## src/verilog/lane_slip_pkg.sv

```systemverilog
`default_nettype none
package lane_slip_pkg;

    // register byte offsets on the apb slave
    localparam logic [7:0] REG_CTRL = 8'h00;
    localparam logic [7:0] REG_RXREV = 8'h04;
    localparam logic [7:0] REG_BND = 8'h08;

    // control register field positions and reset values
    localparam int CTRL_AMODE_LSB = 0;
    localparam logic [1:0] CTRL_AMODE_RST = 2'h1;
    localparam logic [7:0] RXREV_RST = 8'h00;

    // word aligner modes of the standard receive path
    localparam logic [1:0] ALN_MANUAL = 2'h0;
    localparam logic [1:0] ALN_SLIP = 2'h1;
    localparam logic [1:0] ALN_SYNC = 2'h2;

    // widths of the slip controls
    localparam int TX_ENH_SLIP_W = 6;
    localparam int TX_STD_SEL_W = 5;
    localparam int BND_CNT_W = 6;
    localparam int BND_OUT_W = 5;
    localparam int BND_FIELD_W = 8;

    // pin synchroniser depth
    localparam int SYNC_STAGES = 3;

    // apb slave phases
    typedef enum logic [2:0] {
        APB_IDLE = 3'b001,
        APB_WAIT = 3'b010,
        APB_DONE = 3'b100
    } apb_st_t;

    // one apb request as the master drives it
    typedef struct packed {
        logic psel;
        logic penable;
        logic pwrite;
        logic [7:0] paddr;
        logic [31:0] pwdata;
        logic [3:0] pstrb;
    } apb_req_t;

    // apb answer as the slave drives it
    typedef struct packed {
        logic pready;
        logic [31:0] prdata;
        logic pslverr;
    } apb_rsp_t;

endpackage
`default_nettype wire

```

## src/verilog/lane_bitslip_bit_reversal.sv

```systemverilog
// The register offsets and the APB register port were chosen for this implementation.
`timescale 1ns/100ps
`default_nettype none
module lane_bitslip_bit_reversal
    import lane_slip_pkg::*;
#(
    parameter int NUM_CH = 2,
    parameter int W = 64,
    parameter bit ENHANCED = 1'b1,
    parameter bit TX_BITREV = 1'b0
) (
    // clock and reset
    input wire logic mclk,
    input wire logic rst_n,
    // register bus
    input wire lane_slip_pkg::apb_req_t apb_req,
    output lane_slip_pkg::apb_rsp_t apb_rsp,
    // transmit side from fabric and toward serializer
    input wire logic [NUM_CH-1:0][W-1:0] tx_word,
    input wire logic [NUM_CH-1:0][lane_slip_pkg::TX_ENH_SLIP_W-1:0] tx_slip_cnt,
    input wire logic [NUM_CH-1:0][lane_slip_pkg::TX_STD_SEL_W-1:0] tx_bnd_sel,
    output logic [NUM_CH-1:0][W-1:0] tx_ser_word,
    // receive side from deserializer and toward fabric
    input wire logic [NUM_CH-1:0][W-1:0] rx_des_word,
    input wire logic [NUM_CH-1:0] rx_slip,
    output logic [NUM_CH-1:0][W-1:0] rx_core_word,
    output logic [NUM_CH-1:0][lane_slip_pkg::BND_OUT_W-1:0] rx_bnd_pos
);
    import lane_slip_pkg::*;

    // widths the shifter and the register map can serve
    if (NUM_CH < 1 || NUM_CH > 4) begin : g_bad_ch
        $error("NUM_CH must lie in 1..4");
    end
    if (W < 8 || W > 64) begin : g_bad_w
        $error("W must lie in 8..64");
    end
    if (!ENHANCED && W > 32) begin : g_bad_std_w
        $error("standard path word is at most 32 bits");
    end
    if (ENHANCED && TX_BITREV) begin : g_bad_rev
        $error("transmit bit reversal exists only in the standard path");
    end

    localparam logic [BND_CNT_W-1:0] BND_MAX = BND_CNT_W'(W - 1);

    // whole state of the block
    typedef struct packed {
        logic [NUM_CH-1:0][W-1:0] tx_prev;
        logic [NUM_CH-1:0][W-1:0] rx_prev;
        logic [NUM_CH-1:0][W-1:0] tx_out;
        logic [NUM_CH-1:0][W-1:0] rx_out;
        logic [NUM_CH-1:0][BND_CNT_W-1:0] rx_bnd;
        logic [NUM_CH-1:0][SYNC_STAGES-1:0] slip_sync;
        logic [1:0] amode;
        logic [NUM_CH-1:0] rx_rev;
        apb_st_t ast;
        logic pready;
        logic [31:0] prdata;
        logic pslverr;
    } st_t;

    st_t st_q;
    st_t st_d;

    logic [NUM_CH-1:0][BND_CNT_W-1:0] tx_amt;
    logic [NUM_CH-1:0][W-1:0] tx_shifted;
    logic [NUM_CH-1:0][W-1:0] rx_shifted;
    logic [NUM_CH-1:0] rx_rev_eff;

    // clamp a requested slip to the largest the word allows
    function automatic logic [BND_CNT_W-1:0] clamp_slip(input logic [BND_CNT_W-1:0] n);
        return (n > BND_MAX) ? BND_MAX : n;
    endfunction

    // true for the three aligner modes that are defined
    function automatic logic mode_valid(input logic [1:0] m);
        return (m == ALN_MANUAL) || (m == ALN_SLIP) || (m == ALN_SYNC);
    endfunction

    // per-channel slip amounts and reverse enables
    always_comb begin
        for (int c = 0; c < NUM_CH; c++) begin
            if (ENHANCED) begin
                tx_amt[c] = clamp_slip(tx_slip_cnt[c]);
            end else begin
                tx_amt[c] = clamp_slip(BND_CNT_W'(tx_bnd_sel[c]));
            end
            // the enhanced build never reverses on receive
            rx_rev_eff[c] = !ENHANCED && st_q.rx_rev[c] && mode_valid(st_q.amode);
        end
    end

    // one shifter pair per lane, each lane steered by its own controls and the shared aligner mode
    for (genvar c = 0; c < NUM_CH; c++) begin : g_lane
        lane_word_shift #(
            .W(W),
            .CW(BND_CNT_W),
            .REV_FIRST(1'b1)
        ) u_tx_shift (
            .cur(tx_word[c]),
            .prev(st_q.tx_prev[c]),
            .amount(tx_amt[c]),
            .rev(TX_BITREV),
            .word(tx_shifted[c])
        );

        lane_word_shift #(
            .W(W),
            .CW(BND_CNT_W),
            .REV_FIRST(1'b0)
        ) u_rx_shift (
            .cur(rx_des_word[c]),
            .prev(st_q.rx_prev[c]),
            .amount(st_q.rx_bnd[c]),
            .rev(rx_rev_eff[c]),
            .word(rx_shifted[c])
        );
    end

    // next state: datapath, slip counters and the apb slave
    always_comb begin
        logic slip_edge;
        logic slip_allowed;
        logic acc;
        logic [31:0] rd;
        logic hit;
        slip_edge = 1'b0;
        slip_allowed = 1'b0;
        acc = 1'b0;
        rd = 32'h0000_0000;
        hit = 1'b0;
        st_d = st_q;

        // datapath words: tx slip is applied every cycle from the level on the inputs, rx slip from the boundary counter
        for (int c = 0; c < NUM_CH; c++) begin
            st_d.tx_prev[c] = TX_BITREV ? tx_word[c] : tx_word[c];
            st_d.tx_out[c] = tx_shifted[c];
            st_d.rx_prev[c] = rx_des_word[c];
            st_d.rx_out[c] = rx_shifted[c];
        end

        // slip pin: three stages, an edge counts once stage two is high and stage three still low
        slip_allowed = ENHANCED || (st_q.amode == ALN_SLIP);
        for (int c = 0; c < NUM_CH; c++) begin
            st_d.slip_sync[c] = {st_q.slip_sync[c][1:0], rx_slip[c]};
            // a pulse shorter than one clock may be missed by the sampler
            slip_edge = st_q.slip_sync[c][1] && !st_q.slip_sync[c][2];
            if (slip_edge && slip_allowed) begin
                if (st_q.rx_bnd[c] >= BND_MAX) begin
                    st_d.rx_bnd[c] = '0; // wrap after the last boundary
                end else begin
                    st_d.rx_bnd[c] = BND_CNT_W'(st_q.rx_bnd[c] + BND_CNT_W'(1));
                end
            end
        end

        // register read mux
        unique case (apb_req.paddr)
            REG_CTRL: begin
                rd[CTRL_AMODE_LSB +: 2] = st_q.amode;
                hit = 1'b1;
            end
            REG_RXREV: begin
                rd[NUM_CH-1:0] = st_q.rx_rev;
                hit = 1'b1;
            end
            REG_BND: begin
                for (int c = 0; c < NUM_CH; c++) begin
                    rd[c*BND_FIELD_W +: BND_CNT_W] = st_q.rx_bnd[c];
                end
                hit = 1'b1;
            end
            default: begin
                rd = 32'h0000_0000;
                hit = 1'b0;
            end
        endcase

        // apb slave: one wait state, write lands at the completing edge
        acc = apb_req.psel && apb_req.penable;
        unique case (st_q.ast)
            APB_IDLE: begin
                st_d.pready = 1'b0;
                st_d.pslverr = 1'b0;
                if (acc) begin
                    st_d.ast = APB_WAIT;
                    st_d.pready = 1'b1;
                    st_d.prdata = apb_req.pwrite ? 32'h0000_0000 : rd;
                    st_d.pslverr = !hit; // unmapped address answers with an error
                end
            end
            APB_WAIT: begin
                // master samples pready here, so the write takes effect now
                if (apb_req.pwrite && hit && apb_req.pstrb[0]) begin
                    if (apb_req.paddr == REG_CTRL) begin
                        st_d.amode = apb_req.pwdata[CTRL_AMODE_LSB +: 2];
                    end
                    if (apb_req.paddr == REG_RXREV) begin
                        st_d.rx_rev = apb_req.pwdata[NUM_CH-1:0];
                    end
                end
                st_d.ast = APB_DONE;
                st_d.pready = 1'b0;
                st_d.pslverr = 1'b0;
                st_d.prdata = 32'h0000_0000;
            end
            APB_DONE: begin
                // penable is low for at least one cycle before the next access
                st_d.ast = APB_IDLE;
                st_d.pready = 1'b0;
                st_d.pslverr = 1'b0;
            end
            default: begin
                st_d.ast = APB_IDLE;
                st_d.pready = 1'b0;
                st_d.pslverr = 1'b0;
            end
        endcase
    end

    // single state register
    always_ff @(posedge mclk or negedge rst_n) begin
        if (!rst_n) begin
            st_q <= '0;
            st_q.amode <= CTRL_AMODE_RST;
            st_q.rx_rev <= NUM_CH'(RXREV_RST);
            st_q.ast <= APB_IDLE;
        end else begin
            st_q <= st_d;
        end
    end

    // outputs straight from the state flops
    always_comb begin
        apb_rsp.pready = st_q.pready;
        apb_rsp.prdata = st_q.prdata;
        apb_rsp.pslverr = st_q.pslverr;
        tx_ser_word = st_q.tx_out;
        rx_core_word = st_q.rx_out;
        for (int c = 0; c < NUM_CH; c++) begin
            rx_bnd_pos[c] = st_q.rx_bnd[c][BND_OUT_W-1:0];
        end
    end

endmodule // lane_bitslip_bit_reversal
`default_nettype wire

```

## src/verilog/lane_word_shift.sv

```systemverilog
`timescale 1ns/100ps
`default_nettype none
// delays the bit stream by a number of bits across the word edge, with optional reversal
module lane_word_shift #(
    parameter int W = 64,
    parameter int CW = 6,
    parameter bit REV_FIRST = 1'b0
) (
    // words
    input wire logic [W-1:0] cur,
    input wire logic [W-1:0] prev,
    // controls
    input wire logic [CW-1:0] amount,
    input wire logic rev,
    // result
    output logic [W-1:0] word
);

    logic [W-1:0] cur_r;
    logic [W-1:0] prev_r;
    logic [W-1:0] slipped;
    logic [2*W-1:0] cat;

    // bit order swap of a full word, msb becomes lsb
    function automatic logic [W-1:0] flip(input logic [W-1:0] v);
        logic [W-1:0] r;
        r = '0;
        for (int i = 0; i < W; i++) begin
            r[i] = v[W-1-i];
        end
        return r;
    endfunction

    // reversal before the slip on transmit, after it on receive
    always_comb begin
        cur_r = (REV_FIRST && rev) ? flip(cur) : cur;
        prev_r = (REV_FIRST && rev) ? flip(prev) : prev;
        cat = {cur_r, prev_r};
        if (amount == '0) begin
            slipped = cur_r;
        end else begin
            slipped = W'(cat >> (W - int'(amount))); // lsb first: earlier bits come from older word
        end
        word = (!REV_FIRST && rev) ? flip(slipped) : slipped;
    end

endmodule // lane_word_shift
`default_nettype wire
```

## config.mk

```make
export PLATFORM = sky130hd
export DESIGN_NAME = lane_bitslip_bit_reversal
export DESIGN_NICKNAME = d
export VERILOG_FILES = /design/src/verilog/lane_slip_pkg.sv /design/src/verilog/lane_bitslip_bit_reversal.sv /design/src/verilog/lane_word_shift.sv
export SDC_FILE = /design/constraint.sdc
export NUM_CORES = 2
export LEC_CHECK = 0
export BUFFER_PORTS_ARGS = -buffer_cell sky130_fd_sc_hd__buf_2
export CAP_MARGIN = 25
export CORE_ASPECT_RATIO = 1.2
export CORE_MARGIN = 3
export CORE_UTILIZATION = 45
export DETAILED_ROUTE_END_ITERATION = 10
export PLACE_DENSITY = 0.68
export SYNTH_ARGS = -nofsm -noshare
export SYNTH_HDL_FRONTEND = slang
export SYNTH_SLANG_ARGS = --single-unit
```

## constraint.sdc

```tcl
create_clock -name mclk -period 4.5 [get_ports mclk]
set_clock_uncertainty 0.1 [all_clocks]
set_input_delay 0.225 -clock mclk [delete_from_list [all_inputs] [get_ports mclk]]
set_output_delay 0.225 -clock mclk [all_outputs]
set_load 0.02 [all_outputs]
```

**Yosys cells after proc, flatten, opt, wreduce, memory -nomap -nowiden**

Cells that the tools add are included.

- Input port bits: 329
- Flip-flop bits (word level): 571
- Output and inout bits: 300
- Logic and storage cells: 72

- Order comparisons: 4
- Muxes and demuxes: 17
- Equality and inequality tests: 5
- Reduce and logical (&&, ||, !) cells: 18
- Shift operators: 4
- Add/sub/neg operators: 6

Operator list:

| cell | count |
|---|---|
| right shift 128 x 32 -> 64 bit | 4 |
| 2-to-1 mux 64 bit | 4 |
| one-hot mux 32 bit (2 select lines) | 1 |
| 2-to-1 mux 37 bit | 1 |
| subtractor 7 x 6 -> 8 bit (first input constant) | 4 |
| 2-to-1 mux 6 bit | 5 |
| zero test 6 bit | 4 |
| 2-to-1 mux 14 bit | 1 |
| adder 6 x 1 -> 6 bit (second input constant) | 2 |
| greater-or-equal comparator 6 bit (second input constant) | 2 |
| > comparator 6 bit (second input constant) | 2 |
| == test 8 x 3 -> 1 bit (second input constant) | 1 |
| == test 8 x 4 -> 1 bit (second input constant) | 1 |
| zero test 8 bit | 1 |
| one-hot mux 4 bit (2 select lines) | 1 |
| one-hot mux 2 bit (3 select lines) | 1 |
| AND reduction 3 bit | 2 |
| logical AND 1 bit | 5 |
| 2-to-1 mux 4 bit | 1 |
| == test 3 x 1 -> 1 bit (second input constant) | 1 |
| == test 3 x 2 -> 1 bit (second input constant) | 1 |
| zero test 1 bit | 3 |
| OR reduction 3 bit | 1 |
| 2-to-1 mux 1 bit | 2 |
| 3 further kinds | 3 |

**Logic depth before layout (Yosys ltp)**

- Depth in word-level cells: 6
- Mapped depth: 18

**Cells and area by module**

Synthesis repeated with hierarchy kept, for this count alone.

- Cells, all modules: 6673
- Area, all modules: 64350.5 µm²

Modules (own cells, without submodules):

| module | area an instance (µm²) | seq. area each (µm²) | cells an instance | instances |
|---|---|---|---|---|
| lane_word_shift (g_lane[0].u_tx_shift ...) | 12164.2 | 0.0 | 1445 | 2 |
| lane_word_shift (g_lane[0].u_rx_shift ...) | 11634.9 | 0.0 | 1416 | 2 |
| lane_bitslip_bit_reversal | 16752.3 | 13790.7 | 951 | 1 |

**Worst setup path after synthesis**

Ideal clock, no wire load.

- Path type: input to register
- Start point: input port tx_slip_cnt[0] (netlist name)
- End point: register st_q (netlist bit tx_ser_word[22])
- Arrival: 3.781 ns
- Path slack: 0.493 ns
- Data required time: 4.274 ns
- Cell stages on the path: 13
- Setup time: 0.126 ns
- Cells stage by stage: buf_2 buf_4 clkinv_1 buf_4 buf_2 buf_2 ha_1 buf_2 buf_1 mux4_2 mux2_1 mux4_2 a221o_1

- Longest elaborated chain between the ends: 5

RTL lines:

| item | RTL line | RTL |
|---|---|---|
| from (decl) | lane_bitslip_bit_reversal.sv:20 | `input wire logic [NUM_CH-1:0][lane_slip_pkg::TX_ENH_SLIP_W-1:0] tx_slip_cnt,` |
| > comparator 6 bit | lane_bitslip_bit_reversal.sv:73 | `return (n > BND_MAX) ? BND_MAX : n;` |
| 2-to-1 mux 6 bit (*) | lane_bitslip_bit_reversal.sv:73 |  |
| subtractor 7 x 6 -> 8 bit | lane_word_shift.sv:42 | `slipped = W'(cat >> (W - int'(amount)));` |
| right shift 128 x 32 -> 64 bit | lane_word_shift.sv:42 |  |
| 2-to-1 mux 64 bit (*) | lane_word_shift.sv:39 | `if (amount == '0) begin` |
| net g_lane[0].u_tx_shift.word[22] | lane_word_shift.sv:16 | `output logic [W-1:0] word` |
| to (signal assigned) | lane_bitslip_bit_reversal.sv:230 | `st_q <= st_d;` |
| to (decl) | lane_bitslip_bit_reversal.sv:63 | `st_t st_q;` |

Mark *: on every way through the listed nets, which the timed path passes. The rest lies on a longest branch.
A chain may end at the register's enable or synchronous reset.

**Worst setup path in the final report**

- Start point: register st_q (netlist bit rx_bnd_pos[0])
- End point: register st_q (netlist bit rx_core_word[5])

- Longest elaborated chain between the ends: 3

RTL lines:

| item | RTL line | RTL |
|---|---|---|
| subtractor 7 x 6 -> 8 bit | lane_word_shift.sv:42 |  |
| right shift 128 x 32 -> 64 bit | lane_word_shift.sv:42 |  |
| 2-to-1 mux 64 bit (*) | lane_word_shift.sv:39 |  |
| net g_lane[0].u_rx_shift.slipped[5] | lane_word_shift.sv:21 | `logic [W-1:0] slipped;` |

Marks and branches as above.

==> impl_metrics.sql <==
INSERT INTO impl_metrics (metric_group, metric, value, unit) VALUES
('outcome', 'outcome', 'finished clean', ''),
('route', 'drt_wl_total', '270100', 'microns'),
('route', 'detail_route.wl_per_cell', '37.90', 'microns'),
('timing', 'finalSetupViolations', '0', ''),
('yosys', 'yosysUniqueCellTypes', '99', ''),
('critical_path', 'critical_path_peak_fanout', '33', ''),
('clock_tree', 'tritoncts.num_buffers', '60', ''),
('timing', 'post-route-period-util', '0.8918', ''),
('layout', 'finish.utilization', '0.5207', ''),
('route', 'post_drt_via_cell_ratio', '7.261', ''),
('flow_run', 'cap_violations', '0', ''),
('timing', 'max_freq', '0.2492', 'GHz'),
('yosys', 'synth_area_leaders', 'dfrtp_1 (26%), mux4_2 (20%), mux2i_1 (11%)', ''),
('timing', 'tightest_slew', '1.245', 'ns'),
('yosys', 'synthesis.area_per_instance', '10.24', 'sq um'),
('route', 'drc', '0', ''),
('yosys', 'synth.cell_area', '52990', 'sq um'),
('placed_design', 'io_buffer_count', '565', ''),
('yosys', 'synth_async_sr_flop_share', '1.000', ''),
('placed_design', 'hpwl_dp', '201100', 'microns'),
('floorplan', 'num_rows', '137', ''),
('layout', 'num-nets-final', '5868', ''),
('global_route', 'grt_max_degree', '136', ''),
('floorplan', 'floorplan.initialDensity', '0.4546', ''),
('clock_tree', 'cts-root-buf', 'clkbuf_16', ''),
('global_route', 'grt_use_total', '0.4297', ''),
('critical_path', 'critPathArrivalTime', '4.53', 'ns'),
('critical_path', 'timing.critical_path.required', '5.02', 'ns'),
('clock_tree', 'clock_sink_count', '551', ''),
('yosys', 'synth_top_area_frac', '0.2592', ''),
('timing', 'timing.slew.headroom', '0.1486', ''),
('floorplan', 'design.portCount', '629', ''),
('clock_tree', 'cts-resized-gates', '0', ''),
('power_and_ir_drop', 'power_per_cell_area', '755.2', 'nW/um^2'),
('clock_tree', 'cts_tree', 'built', ''),
('yosys', 'synth_seq_cells', '551', ''),
('clock_tree', 'cts_buffer_depth', '3', ''),
('floorplan', 'die_h', '381.9', 'microns'),
('floorplan', 'die_area', '121900', 'sq um'),
('worst_hold_path', 'timing.hold.worst.class', 'in -> async', ''),
('yosys', 'postSynth.topFlopCell', 'dfrtp_1', ''),
('timing', 'finalHoldViolCount', '0', ''),
('route', 'dr.first_iter.drc_count', '7820', ''),
('yosys', 'number_of_enable_type_register_cells_in_the_synthesized_netlist', '0', ''),
('route', 'route.antenna.remaining_nets', '0', ''),
('layout', 'syn_to_layout_area_delta', '14.53', '%'),
('timing', 'setup_repair_after_global_routing_missed_its_margin', 'no', ''),
('global_route', 'grt_first_pass_wirelength', '381200', 'microns'),
('critical_path', 'worstSetupStartpointType', 'register', ''),
('clock_tree', 'h-tree-depth', '2', ''),
('yosys', 'post_synth_most_frequent_cells', 'mux2i_1 (575), dfrtp_1 (549), nand2_1 (521), mux4_2 (465), buf_4 (368)', ''),
('global_route', 'number_of_antenna_violations_at_the_first_check_in_global_routing', '20', ''),
('route', 'vias_post_dr', '51746', ''),
('global_route', 'first_global_vias', '49989', ''),
('clock_tree', 'clk_pin_slew_worst_paths', '0.07', 'ns'),
('power_and_ir_drop', 'p_leak', '0.02482', 'uW'),
('floorplan', 'placeableCoreArea', '116600', 'sq um'),
('yosys', 'yosysWarningCount', '0', ''),
('critical_path', 'worst_setup_path_end_kind', 'register', ''),
('power_and_ir_drop', 'irDropWorstVdd', '0.6212', 'mV'),
('critical_path', 'worstSetupPathType', 'reg -> reg', ''),
('timing', 'finalWorstPathRequiredPeriod', '4.013', 'ns'),
('clock_tree', 'clock_insertion_delay_worst_skew', '0.70', 'ns'),
('yosys', 'synth.largest_area_cell', 'dfrtp_1', ''),
('global_route', 'grt.overflow.total', '0', ''),
('placed_design', 'gpl.final_weighted_congestion', '1.016', ''),
('yosys', 'synthCells', '5174', ''),
('yosys', 'synth_seq_area_share', '0.2602', ''),
('yosys', 'cell_with_the_most_instances_after_synthesis', 'mux2i_1', ''),
('layout', 'layout-drive-gt1-share', '0.3194', ''),
('timing', 'slew_limit_fails', '0', ''),
('timing', 'fin_setup_tns', '0', 'ns'),
('route', 'firstDrtPassIters', '7', ''),
('floorplan', 'floorplan.die.width', '319.3', 'microns');
==> critical path, cell delays in order (launching register included) <==
cell and delay (ns):
dfrtp_4 0.57, inv_1 0.16, ha_4 0.31, inv_4 0.40, buf_4 0.50, mux2i_1 0.38
nand2_1 0.09, a32o_1 0.27, a2111oi_0 0.77, buf_4 0.23, a221o_1 0.10
==> final timing paths <==
path | cells after the start | startpoint | endpoint | slack (ns)
max in group asynchronous | 3 | rst_n | tx_ser_word[44]$_DFF_PN0_ | 2.98
setup reg to reg | 10 | rx_bnd_pos[0]$_DFFE_PN0P_ | rx_core_word[5]$_DFF_PN0_ | 0.49
hold reg to reg | 0 | st_d[42]$_DFF_PN0_ | st_d[43]$_DFF_PN0_ | 0.25
setup / recovery | 10 | rx_bnd_pos[0]$_DFFE_PN0P_ | rx_core_word[5]$_DFF_PN0_ | 0.49
hold / removal | 2 | rst_n | rx_core_word[16]$_DFF_PN0_ | 0.08
min in group mclk | 6 | apb_req[36] | apb_rsp[2]$_DFFE_PN0P_ | 0.11
==> per-layer routing <==
layer / share of wire / global-route usage / routed length, microns
met1: 0.38 / 0.5582 / 101700
met2: 0.43 / 0.6426 / 117000
met3: 0.12 / 0.1246 / 32010
met4: 0.071 / 0.2431 / 19280
met5: 0.00037 / 0 / 99
==> power by group <==
| part | switching [uW] | leakage, uW | total, uW | internal (uW) |
|---|---|---|---|---|
| Clock | 2420 | 0.00109 | 5840 | 3420 |
| Sequential | 577 | 0.00647 | 6690 | 6120 |
| Combinational | 21400 | 0.0173 | 33300 | 11900 |
==> registers in the layout (all words and copies together) (netlist names) <==
name and flops:
rx_bnd_pos 10, rx_core_word 128, st_q 267, st_d 4
apb_rsp 14, tx_ser_word 128
==> through the flow <==
step	setup WS, ns	cell area (sq um)	instances	hold slack (ns)	power (uW)
2_1_floorplan	0.4932	53070	5193	-0.1706	27620
3_3_place_gp	0.5530	55620	6727	0.2219	38560
3_5_place_dp	0.6087	55650	6729	0.2264	38420
4_1_cts	0.5968	60630	7110	0.05789	44610
5_1_grt	0.4384	60660	7112	0.1002	46990
6_report	0.4869	60690	7127	0.07901	45840
==> layout make-up <==
type	count	area (sq um)
diodes	15	37.54
clock buffers	67	1579
clock inverters	45	704.4
fillers	10481	55870
inverters	23	88.84
multi-input cells	3808	34700
flip-flops and latches	551	13800
well taps	1529	1913
repair buffers	1089	7870
==> cells by family (layout without fill, tap and decap cells) <==
logic type / Yosys count / in the layout / share of synthesized area
muxes: 1352 / 1352 / 0.3726
other: 1 / 35 / 0.00007076
and+or+nand+nor: 1195 / 1195 / 0.1003
buffers and inverters: 834 / 1224 / 0.09319
DFF: 551 / 551 / 0.2602
adders and majority gates: 6 / 6 / 0.001417
AOI/OAI and AO/OA: 1208 / 1208 / 0.1667
xor gates and xnor gates: 27 / 27 / 0.005525
==> cells in the final DEF (no fill, tap or decap), types with 31 or more instances in the layout <==
cell and n:
a32oi_1 39, nand2_1 520, dlygate4sd3_1 269, nor3_1 59, o211ai_1 141, dfrtp_1 547
o22ai_1 79, clkbuf_16 61, a221oi_1 45, buf_2 562, buf_4 221, a21oi_1 143
nand3_1 184, buf_12 31, o21ai_0 184, a22oi_1 92, o2111ai_1 40, mux2_2 297
mux4_2 465, nor2_1 265, a221o_1 47, a211oi_1 66, mux2i_1 575, a2111oi_0 32
==> repair_timing <==
item	in CTS	in global routing
buffers inserted	0	0
hold buffers	269	0
hold endpoints to repair	591	0
Power figures use the tool's default switching activity.
